$ cat src/logic/tbu_pkg.sv
// constants and types of the program flow trace buffer
// What this block does
// - trace writes beat processor SRAM accesses
// - one two-word packet per non-sequential jump, except during word0 or the cycle an auto stop hits
// - taken branches and exception entry both trigger
// - packets written only while enable is one
// - enable writes take effect at once
// - auto stop clears enable at watermark
// - without auto stop, pointer wraps and overwrites
// - registers decoded at fixed base plus offset
// - position register shows pointer and wrap flag
// - flow register: watermark, auto stop, auto halt
// - read-only location register gives SRAM address
// - processor keeps using SRAM between trace writes
// - region start and size set by software
package tbu_pkg;
    // fixed system address of the register block
    localparam logic [31:0] TBU_BASE_ADDR = 32'h4100_6000;
    // register offsets from the base
    localparam logic [3:0] OFF_POSITION = 4'h0;
    localparam logic [3:0] OFF_CONTROL = 4'h4;
    localparam logic [3:0] OFF_FLOW = 4'h8;
    localparam logic [3:0] OFF_LOCATION = 4'hc;
    // pointer field, in eight-byte packet units
    localparam int PTR_LSB = 3;
    localparam int PTR_MSB = 14;
    localparam int WRAP_BIT = 2;
    // control register fields
    localparam int EN_BIT = 31;
    localparam int MASK_MSB = 3;
    // flow register fields
    localparam int STOP_BIT = 0;
    localparam int HALT_BIT = 1;
    // reset values
    localparam logic [11:0] PTR_RST = 12'h000;
    localparam logic [3:0] MASK_RST = 4'h0;
    localparam logic [11:0] WM_RST = 12'h000;
    // where the trace SRAM sits, a plain default
    localparam logic [31:0] SRAM_LOC = 32'h2000_0000;
    // trace writer states
    typedef enum logic [2:0] {
        ST_IDLE = 3'b001,
        ST_WORD0 = 3'b010,
        ST_WORD1 = 3'b100
    } tbu_state_t;
endpackage : tbu_pkg

$ cat src/logic/tbu_top.sv
// program flow trace buffer: trace writer, SRAM arbiter, APB registers
`timescale 1ns/1ps
module tbu_top
    import tbu_pkg::*;
(
    input wire logic SYS_CLK_IN,
    input wire logic RST_IN,
    // apb slave
    input wire logic PSEL_IN,
    input wire logic PENABLE_IN,
    input wire logic PWRITE_IN,
    input wire logic [31:0] PADDR_IN,
    input wire logic [31:0] PWDATA_IN,
    output logic [31:0] PRDATA_OUT,
    output logic PREADY_OUT,
    output logic PSLVERR_OUT,
    // execution trace from the core
    input wire logic TRACE_BRANCH_IN,
    input wire logic TRACE_EXC_IN,
    input wire logic [31:0] TRACE_SRC_IN,
    input wire logic [31:0] TRACE_DST_IN,
    // processor SRAM request
    input wire logic CPU_REQ_IN,
    input wire logic CPU_WE_IN,
    input wire logic [3:0] CPU_BE_IN,
    input wire logic [12:0] CPU_ADDR_IN,
    input wire logic [31:0] CPU_WDATA_IN,
    output logic CPU_ACK_OUT,
    output logic [31:0] CPU_RDATA_OUT,
    // shared SRAM port
    output logic SRAM_EN_OUT,
    output logic SRAM_WE_OUT,
    output logic [3:0] SRAM_BE_OUT,
    output logic [12:0] SRAM_ADDR_OUT,
    output logic [31:0] SRAM_WDATA_OUT,
    input wire logic [31:0] SRAM_RDATA_IN,
    // status to the core
    output logic TRACE_ON_OUT,
    output logic HALT_REQ_OUT
);

    // region size mask in packet units, 2 << m units
    function automatic logic [11:0] unit_mask(input logic [3:0] m);
        unit_mask = (12'h002 << m) - 12'h001;
    endfunction : unit_mask

    // trace writer state
    tbu_state_t state_reg;
    tbu_state_t state_next;

    // software visible state
    logic en_reg; // trace enable
    logic en_next;
    logic [3:0] mask_reg; // region size code
    logic [3:0] mask_next;
    logic [11:0] ptr_reg; // write pointer, packet units
    logic [11:0] ptr_next;
    logic wrap_reg; // pointer has rolled over
    logic wrap_next;
    logic [11:0] wm_reg; // watermark, packet units
    logic [11:0] wm_next;
    logic stop_reg; // auto_stop_on_threshold
    logic stop_next;
    logic halt_en_reg; // auto_halt_on_threshold
    logic halt_en_next;
    logic start_reg; // next packet is first after enable
    logic start_next;

    // packet being written
    logic [31:0] word0_reg;
    logic [31:0] word1_reg;

    // processor access pipeline
    logic own_reg; // SRAM cycle issued for processor
    logic wait_reg; // read data arriving
    logic ack_reg;
    logic [31:0] rdata_reg;

    // SRAM command flops
    logic sram_en_reg;
    logic sram_we_reg;
    logic [3:0] sram_be_reg;
    logic [12:0] sram_addr_reg;
    logic [31:0] sram_wdata_reg;

    // apb answer flops
    logic pready_reg;
    logic pslverr_reg;
    logic [31:0] prdata_reg;
    logic halt_reg;

    // apb decode
    wire setup = PSEL_IN & ~PENABLE_IN;
    wire access = PSEL_IN & PENABLE_IN & pready_reg;
    wire wr = access & PWRITE_IN;
    wire hit = (PADDR_IN[31:4] == TBU_BASE_ADDR[31:4]);
    wire mapped = hit & (PADDR_IN[1:0] == 2'b00);
    wire sel_pos = mapped & (PADDR_IN[3:0] == OFF_POSITION);
    wire sel_ctl = mapped & (PADDR_IN[3:0] == OFF_CONTROL);
    wire sel_flow = mapped & (PADDR_IN[3:0] == OFF_FLOW);
    wire sel_loc = mapped & (PADDR_IN[3:0] == OFF_LOCATION);
    wire wr_pos = wr & sel_pos;
    wire wr_ctl = wr & sel_ctl;
    wire wr_flow = wr & sel_flow;

    // read mux, built in the setup cycle
    wire [31:0] pos_val = {17'h0, ptr_reg, wrap_reg, 2'b00};
    wire [31:0] ctl_val = {en_reg, 27'h0, mask_reg};
    wire [31:0] flow_val = {17'h0, wm_reg, 1'b0, halt_en_reg,
        stop_reg};
    wire [31:0] rd_mux =
        sel_pos ? pos_val :
        sel_ctl ? ctl_val :
        sel_flow ? flow_val :
        sel_loc ? SRAM_LOC :
        32'h0;

    // pointer advance inside the region
    wire [11:0] m = unit_mask(mask_reg);
    wire [11:0] ptr_inc = ptr_reg + 12'h001;
    // upper bits fix the region start, low bits walk it
    wire [11:0] ptr_adv = (ptr_reg & ~m) | (ptr_inc & m);
    wire rolled = ((ptr_inc & m) == 12'h000);
    wire adv = (state_reg == ST_WORD1);
    wire at_wm = adv & (ptr_adv == wm_reg);
    wire stop_hit = at_wm & stop_reg;

    // packet trigger
    wire ev = TRACE_BRANCH_IN | TRACE_EXC_IN;
    // a jump is caught while enabled unless word0 is going out or a stop hits
    wire take = ev & en_reg & (state_reg != ST_WORD0) &
        ~stop_hit;

    // arbitration: trace owns the SRAM in its two write cycles
    wire trace_use = (state_reg == ST_WORD0) |
        (state_reg == ST_WORD1);
    wire cpu_busy = own_reg | wait_reg | ack_reg;
    wire grant = CPU_REQ_IN & ~trace_use & ~cpu_busy;

    // software write wins over auto stop on the same edge
    assign en_next = wr_ctl ? PWDATA_IN[EN_BIT] :
        (stop_hit ? 1'b0 : en_reg);
    assign mask_next = wr_ctl ? PWDATA_IN[MASK_MSB:0] : mask_reg;
    assign ptr_next = wr_pos ? PWDATA_IN[PTR_MSB:PTR_LSB] :
        (adv ? ptr_adv : ptr_reg);
    // hardware set wins over a software clear
    assign wrap_next = (adv & rolled) |
        (wr_pos ? PWDATA_IN[WRAP_BIT] : wrap_reg);
    assign wm_next = wr_flow ? PWDATA_IN[PTR_MSB:PTR_LSB] : wm_reg;
    assign stop_next = wr_flow ? PWDATA_IN[STOP_BIT] : stop_reg;
    assign halt_en_next = wr_flow ? PWDATA_IN[HALT_BIT] : halt_en_reg;
    // mark the first packet after each enable
    assign start_next = (en_next & ~en_reg) ? 1'b1 :
        (take ? 1'b0 : start_reg);

    // SRAM command for this cycle
    wire [12:0] trace_addr = {ptr_reg, (state_reg == ST_WORD1)};
    wire [31:0] trace_data = (state_reg == ST_WORD0) ? word0_reg :
        word1_reg;
    wire cmd_en = trace_use | grant;
    wire cmd_we = trace_use | CPU_WE_IN;
    wire [3:0] cmd_be = trace_use ? 4'hf : CPU_BE_IN;
    wire [12:0] cmd_addr = trace_use ? trace_addr : CPU_ADDR_IN;
    wire [31:0] cmd_wdata = trace_use ? trace_data : CPU_WDATA_IN;

    // trace writer sequencing
    always_comb
    begin
        state_next = ST_IDLE;
        case (state_reg)
            ST_IDLE:
            begin
                // wait for a jump while enabled
                state_next = take ? ST_WORD0 : ST_IDLE;
            end
            ST_WORD0:
            begin
                // first word out, second follows
                state_next = ST_WORD1;
            end
            ST_WORD1:
            begin
                // back to back jumps chain straight on
                state_next = take ? ST_WORD0 : ST_IDLE;
            end
            default:
            begin
                state_next = ST_IDLE;
            end
        endcase
    end

    // control and pointer registers
    always_ff @(posedge SYS_CLK_IN)
    begin
        if (RST_IN)
        begin
            state_reg <= ST_IDLE;
            en_reg <= 1'b0;
            mask_reg <= MASK_RST;
            ptr_reg <= PTR_RST;
            wrap_reg <= 1'b0;
            wm_reg <= WM_RST;
            stop_reg <= 1'b0;
            halt_en_reg <= 1'b0;
            start_reg <= 1'b0;
        end
        else
        begin
            state_reg <= state_next;
            en_reg <= en_next;
            mask_reg <= mask_next;
            ptr_reg <= ptr_next;
            wrap_reg <= wrap_next;
            wm_reg <= wm_next;
            stop_reg <= stop_next;
            halt_en_reg <= halt_en_next;
            start_reg <= start_next;
        end
    end

    // packet capture: source with exception flag, then target
    always_ff @(posedge SYS_CLK_IN)
    begin
        if (RST_IN)
        begin
            word0_reg <= 32'h0;
            word1_reg <= 32'h0;
        end
        else if (take)
        begin
            // bit 0 of a thumb address is free for flags
            word0_reg <= {TRACE_SRC_IN[31:1], TRACE_EXC_IN};
            word1_reg <= {TRACE_DST_IN[31:1], start_reg};
        end
    end

    // SRAM command flops, one cycle after the decision
    always_ff @(posedge SYS_CLK_IN)
    begin
        if (RST_IN)
        begin
            sram_en_reg <= 1'b0;
            sram_we_reg <= 1'b0;
            sram_be_reg <= 4'h0;
            sram_addr_reg <= 13'h0;
            sram_wdata_reg <= 32'h0;
        end
        else
        begin
            sram_en_reg <= cmd_en;
            sram_we_reg <= cmd_we & cmd_en;
            sram_be_reg <= cmd_be;
            sram_addr_reg <= cmd_addr;
            sram_wdata_reg <= cmd_wdata;
        end
    end

    // processor pipeline: issue, data, ack
    always_ff @(posedge SYS_CLK_IN)
    begin
        if (RST_IN)
        begin
            own_reg <= 1'b0;
            wait_reg <= 1'b0;
            ack_reg <= 1'b0;
            rdata_reg <= 32'h0;
        end
        else
        begin
            own_reg <= grant;
            wait_reg <= own_reg;
            ack_reg <= wait_reg;
            // SRAM data is valid the cycle after its enable
            if (wait_reg)
            begin
                rdata_reg <= SRAM_RDATA_IN;
            end
        end
    end

    // apb answer: ready in the first access cycle
    always_ff @(posedge SYS_CLK_IN)
    begin
        if (RST_IN)
        begin
            pready_reg <= 1'b0;
            pslverr_reg <= 1'b0;
            prdata_reg <= 32'h0;
        end
        else
        begin
            pready_reg <= setup;
            if (setup)
            begin
                // unmapped or misaligned answers with an error
                pslverr_reg <= ~mapped;
                prdata_reg <= PWRITE_IN ? 32'h0 : rd_mux;
            end
        end
    end

    // halt request pulse when the pointer meets the watermark
    always_ff @(posedge SYS_CLK_IN)
    begin
        if (RST_IN)
        begin
            halt_reg <= 1'b0;
        end
        else
        begin
            halt_reg <= at_wm & halt_en_reg;
        end
    end

    // outputs straight from flops
    assign PRDATA_OUT = prdata_reg;
    assign PREADY_OUT = pready_reg;
    assign PSLVERR_OUT = pslverr_reg;
    assign CPU_ACK_OUT = ack_reg;
    assign CPU_RDATA_OUT = rdata_reg;
    assign SRAM_EN_OUT = sram_en_reg;
    assign SRAM_WE_OUT = sram_we_reg;
    assign SRAM_BE_OUT = sram_be_reg;
    assign SRAM_ADDR_OUT = sram_addr_reg;
    assign SRAM_WDATA_OUT = sram_wdata_reg;
    assign TRACE_ON_OUT = en_reg;
    assign HALT_REQ_OUT = halt_reg;

endmodule : tbu_top

$ cat config.mk
export PLATFORM = sky130hd
export DESIGN_NAME = tbu_top
export DESIGN_NICKNAME = d
export VERILOG_FILES = /design/src/logic/tbu_pkg.sv /design/src/logic/tbu_top.sv
export SDC_FILE = /design/constraint.sdc
export NUM_CORES = 1
export LEC_CHECK = 0
export BUFFER_PORTS_ARGS = -buffer_cell sky130_fd_sc_hd__buf_2
export CAP_MARGIN = 20
export CORE_MARGIN = 1.5
export CORE_UTILIZATION = 50
export CTS_CLUSTER_SIZE = 16
export DETAILED_ROUTE_END_ITERATION = 6
export GPL_ROUTABILITY_DRIVEN = 0
export PLACE_DENSITY = 0.86
export SYNTH_ARGS = -nofsm -noshare
export SYNTH_HDL_FRONTEND = slang
export SYNTH_SLANG_ARGS = --single-unit
$ cat constraint.sdc
create_clock -name SYS_CLK_IN -period 4.5 [get_ports SYS_CLK_IN]
set_input_delay 0 -clock SYS_CLK_IN [delete_from_list [all_inputs] [get_ports SYS_CLK_IN]]
set_output_delay 0 -clock SYS_CLK_IN [all_outputs]
set_load 0.005 [all_outputs]
-- After elaboration in Yosys (flattened, before gate mapping)
Index checks and enable logic that the tools add are counted.
- divide/modulo/power cells: 0
- reductions and logical operators: 6
- order comparisons: 0
- shift operators: 1
- eq/ne operators: 9
- bitwise logic cells: 40
- $mul: 0
- add/subtract/negate cells: 2
- multiplexer cells: 18
- operator list (kind ; number):
    32-bit 2-to-1 mux ; 5
    30-bit 2-to-1 mux ; 2
    28-bit by 27-bit == test with 1-bit output (second input constant) ; 1
    12-bit AND ; 2
    12-bit 2-to-1 mux ; 2
    1-bit AND ; 23
    13-bit 2-to-1 mux ; 1
    12-bit by 1-bit adder with 12-bit output (second input constant) ; 1
    12-bit == test ; 1
    12-bit logical NOT ; 1
    12-bit NOT ; 1
    12-bit bitwise OR ; 1
    2-bit by 4-bit left shift with 12-bit output (first input constant) ; 1
    12-bit by 1-bit subtractor with 12-bit output (second input constant) ; 1
    4-bit == test (second input constant) ; 2
    1-bit bitwise OR ; 7
    1-bit NOT ; 6
    3-bit one-hot mux with 2 select lines ; 1
    1-bit 2-to-1 mux ; 5
    4-bit by 3-bit == test with 1-bit output (second input constant) ; 1
    4-bit logical NOT ; 1
    4-bit 2-to-1 mux ; 1
    2-bit nonzero test ; 2
    3-bit by 1-bit == test with 1-bit output (second input constant) ; 1
    other kinds (6) ; 6
- memories kept: 0
- memory bits (writable): 0
- memory bits (read-only): 0
- input port bits: 218
- bits in latches: 0
- register bits: 221
- logic and storage cells: 100
- output and inout port bits: 120

-- Longest topological paths before layout
- depth in word-level cells: 12
- gate-level depth with buffers: 14
- gate-level depth less buffers: 10

-- Worst setup path after synthesis
No wires, ideal clock.
- kind: flip-flop to flip-flop
- start point: register mask_reg[3]
- end point: register word0_reg[0]
- clock period less this slack: 3194 ps
- setup time: 120 ps
- required time: 4380 ps
- arrival time: 3075 ps
- stages on the path, launching flop included: 13
- path buffers: 3
- path slack: 1306 ps
- cell sequence: dfxtp_1 or4_1 clkbuf_1 ha_1 nor2b_1 xnor2_1 nand4_1 or4_4 o41ai_2 nor3b_1 buf_6 buf_6 mux2i_1
- longest elaborated chain between the ends: 10
- elaborated cells on any way between the ends: 11
- those cells by class: add/sub: 1; eq/ne: 1; shift: 1; bitwise: 8
- ends and longest elaborated chain (item ; RTL line ; text):
    start: declaration ; tbu_top.sv:54 ; logic [3:0] mask_reg;
    start signal: assignment ; tbu_top.sv:212 ; mask_reg <= mask_next;
    2-bit by 4-bit left shift with 12-bit output * ; tbu_top.sv:44 ; unit_mask = (12'h002 << m) - 12'h001;
    12-bit by 1-bit subtractor with 12-bit output * ; tbu_top.sv:44 ;
    12-bit NOT ; tbu_top.sv:122 ; wire [11:0] ptr_adv = (ptr_reg & ~m) | (ptr_inc & m);
    12-bit AND ; tbu_top.sv:122 ;
    12-bit bitwise OR * ; tbu_top.sv:122 ;
    12-bit == test * ; tbu_top.sv:125 ; wire at_wm = adv & (ptr_adv == wm_reg);
    1-bit AND * ; tbu_top.sv:125 ;
    1-bit AND * ; tbu_top.sv:126 ; wire stop_hit = at_wm & stop_reg;
    1-bit NOT * ; tbu_top.sv:132 ; ~stop_hit;
    1-bit AND * ; tbu_top.sv:131 ; wire take = ev & en_reg & (state_reg != ST_WORD0) &
    end signal: assignment ; tbu_top.sv:233 ; word0_reg <= {TRACE_SRC_IN[31:1], TRACE_EXC_IN};
    end: declaration ; tbu_top.sv:70 ; logic [31:0] word0_reg;
Every way passes the cells marked *; elsewhere a longest branch is shown, timed or not.
A chain may end at the register's enable or synchronous reset.

-- Worst setup path in the final report
- start point: register mask_reg[3]
- end point: register word1_reg[15]
- longest elaborated chain between the ends: 10
- elaborated cells on any way between the ends: 11
- those cells by class: add/sub: 1; eq/ne: 1; shift: 1; bitwise: 8
- ends and longest elaborated chain (item ; RTL line ; text):
    2-bit by 4-bit left shift with 12-bit output * ; tbu_top.sv:44 ;
    12-bit by 1-bit subtractor with 12-bit output * ; tbu_top.sv:44 ;
    12-bit NOT ; tbu_top.sv:122 ;
    12-bit AND ; tbu_top.sv:122 ;
    12-bit bitwise OR * ; tbu_top.sv:122 ;
    12-bit == test * ; tbu_top.sv:125 ;
    1-bit AND * ; tbu_top.sv:125 ;
    1-bit AND * ; tbu_top.sv:126 ;
    1-bit NOT * ; tbu_top.sv:132 ;
    1-bit AND * ; tbu_top.sv:131 ;
    end signal: assignment ; tbu_top.sv:234 ; word1_reg <= {TRACE_DST_IN[31:1], start_reg};
    end: declaration ; tbu_top.sv:71 ; logic [31:0] word1_reg;
Marked as above.

==> results.txt <==
----------------------------------------------------
[Status]
  Run status ... finished, final reports clean

[Floorplan]
  Die H ... roughly 140 um
  Ports placed on the boundary ... 338
  Die Wd ... 140 um
  Effective utilization at floorplan ... 51.5%
  Core area ... 18200 um2
  Number of cell rows ... roughly 50
  Die Footprint ... between 15000 and 20000 um2

[Setup path]
  Worst Setup End Kind ... flip-flop
  Worst EP arrival ... 4.24 ns
  Number of cells on the worst reg-to-reg path ... 10
  Critical register-to-register path endpoint ... word1_reg[15]
  Data required time of the worst path ... 4.91 ns
  Register-to-Register Setup Slack ... approximately 0.67 ns
  Start-to-end type of the worst setup path ... reg2reg
  Maximum fanout count along the critical path ... 65
  Startpoint class of the critical path ... flip-flop
  Reg-to-Reg Start ... mask_reg[3]

[STA]
  Max-slew violation total from the final report ... 0
  Final hold violation count ... 0
  Post-layout minimum cycle time ... 3.83 ns
  Total negative setup slack ... 0 ns
  Post-Route Skew ... 0.0162 ns
  Final setup violation count ... 0
  Worst hold slack ... around 0.043 ns
  Max Freq ... 261 MHz
  Setup repair after global routing missed its margin ... no
  Actual transition at the worst max-transition pin ... 0.987 ns
  Worst rel slew slack ... 34.2%
  Final cycle utilization of the critical path ... 85.1%
  Setup WS post-layout ... 0.668 ns

[GRT]
  GRT overflow ... 0
  Largest net degree at the start of global routing ... 149
  Tot GR Track Use ... 31.0%
  Vias in the first global route ... 9960
  Global-route wire length before repair ... 49800 um
  Met1 Track Usage GR ... 34.5%
  Number of antenna violations at the first check in global routing ... 0
  Met2 track utilization from global routing ... between 50% and 60%
  Met3 layer usage reported by global route ... 6.84%
  Most heavily used metal layer in global routing ... met2

[Cells and area]
  Final Core Density ... 73.2%
  Fin nets ... 1699
  Post-layout instance count excluding filler cells ... 1724
  Final Cell Area ... around 13000 um2
  Post-synthesis to final-layout area growth ... 42.0%
  Number of fill cells ... 1139
  Fraction of layout cells with a size suffix above 1 ... roughly 25%

[Placement]
  Total half-perimeter wirelength after legalization and detailed placement ... 17000 um
  Number of placed instances, taps included ... roughly 1.5k
  Standard cell area after detailed placement ... 10800 um2
  Placement Setup Slack ... 0.803 ns
  Count of port buffers added during placement ... 304

[Logic synthesis]
  Synth top area cells ... dfxtp_1 (44%), mux2i_1 (11%), nand2b_1 (8.7%)
  Post-synthesis cell count ... about 1.1k
  Portion of synthesized cell area occupied by the leading cell type ... 43.9%
  Fraction of registers with async set/reset ... 0%
  Number of synthesized flops with an enable pin ... 0
  Proportion of synthesized chip area in sequential cells ... 43.9%
  Cell taking the most area after synthesis ... dfxtp_1
  Total of flip-flops plus latches after synthesis ... 206
  Post-Syn Area per Cell ... a little under 9 um2
  Synth warnings ... 0
  Number of library cell types mapped by synthesis ... 58
  Netlist area before placement ... approximately 9400 um2
  Dominant synthesized flop cell ... dfxtp_1

[CTS]
  Clock slew at reported path FFs ... roughly 0.07 ns
  Maximum clock insertion buffer count ... 3
  TritonCTS clock tree ... yes
  Clock latency on the worst-skew pair ... 0.50 ns
  Total number of clock tree sinks ... about 210
  H-tree lvl count ... 1
  CTS-repair resized insts ... 0
  Clock buffer count from CTS ... 22
  Clk Tree Root Cell ... clkbuf_16

[Routing]
  Post-DR vias/cell ... 5.58
  First-pass detailed-route iteration total ... 7
  Wire length per cell after detailed routing ... 18.3 um
  DRC violations left ... 0
  Detailed router's first-iteration violation count ... 773
  Final wirelength ... 31500 um
  Detailed-route via count ... just under 10k
  Final ANT Viol Nets ... 0

[Pwr]
  Total power divided by cell area ... 323 nW/um2
  Leakage power figure ... 5.70 nW
  Peak supply drop ... 0.283 mV
  Total Power ... 4.31 mW

[Hold path]
  Hold Crit Start ... RST_IN
  Worst Hold Path EP ... CPU_RDATA_OUT[23]
  Min-Delay Path Depth ... 2
  Class of the worst hold path ... in2reg

[Run]
  Max Cap Violations ... 0

----------------------------------------------------
-- critical path, cell delays in order (launching register included) --
cell     delay, ns
dfxtp_1       0.43
or4_1         0.65
ha_1          0.33
nor2b_1       0.19
xnor2_1       0.14
nand4_1       0.11
or4_4         0.56
o41ai_2       0.57
nor3b_2       0.13
buf_12        0.25
mux2i_1       0.28
-- synthesized netlist by cell type, drive strengths merged, types with 11 or more instances --
cell type  count
a211oi        14
a21oi         39
a311oi        32
buf           36
clkbuf        68
dfxtp        206
mux2i        105
nand2        148
nand2b       130
nor2         121
o21ai         11
xnor2         26
xor2          16
-- placed cells by master, fill, tap and decap left out, types with 14 or more instances in the layout --
cell,n
mux2i_1,105
dlygate4sd3_1,168
clkbuf_16,23
xor2_1,16
conb_1,15
dfxtp_1,205
a311oi_1,32
xnor2_1,26
nand2b_1,130
a21oi_1,39
nand2_1,148
a211oi_1,14
buf_2,303
nor2_1,121
-- metal layers --
metal / wire (um) / up-vias
met5: 0 / -
met4: 1390 / 0
met3: 2610 / 136
met2: 15800 / 594
met1: 11700 / 4490
li1: - / 4393
-- cell type report --
| cell class | instances | area, um2 | area share [%] |
|---|---|---|---|
| antenna | 1 | 2.50 | 0.0188 |
| inverter | 4 | 15.0 | 0.113 |
| tap | 229 | 287 | 2.15 |
| clock buffer | 27 | 631 | 4.73 |
| clock inverter | 12 | 188 | 1.41 |
| multi-input combinational | 766 | 4790 | 36.0 |
| timing repair buffer | 479 | 3290 | 24.7 |
| sequential | 206 | 4130 | 31.0 |
-- report_power, final --
part	total, mW	switching, mW	internal [mW]
clock	2.03	0.756	1.28
sequential	1.88	0.0187	1.86
combinational	0.398	0.163	0.235
-- worst max-delay path by stage --
stage                      from       endpoint  slack, ns  cells past startpoint
floorplan           mask_reg[3]   word0_reg[0]       1.31                     12
global placement    mask_reg[3]  word0_reg[22]       0.91                     10
detailed placement  mask_reg[3]  word1_reg[17]       0.80                     10
CTS                 mask_reg[3]  word1_reg[20]       0.78                     10
global route        mask_reg[3]  word0_reg[10]       0.52                     10
finish              mask_reg[3]  word1_reg[15]       0.67                     10
-- timing repair --
action	in CTS	in global routing
setup buffers	0	0
hold endpoints to repair	187	0
hold buffers	168	0
-- cell families (layout without fill, tap and decap cells) --
logic type      after synthesis  after routing  synth area share [%]
mux                         112            112                  12.0
flops                       206            206                  43.9
simple gates                469            469                  24.7
other cells                   1             16                0.0400
buf+inv                     108            522                  5.69
fa+ha+maj                     2              2                 0.267
xor+xnor                     42             42                  3.92
compound gates              126            126                  9.41
(Power assumes the default switching activity.)
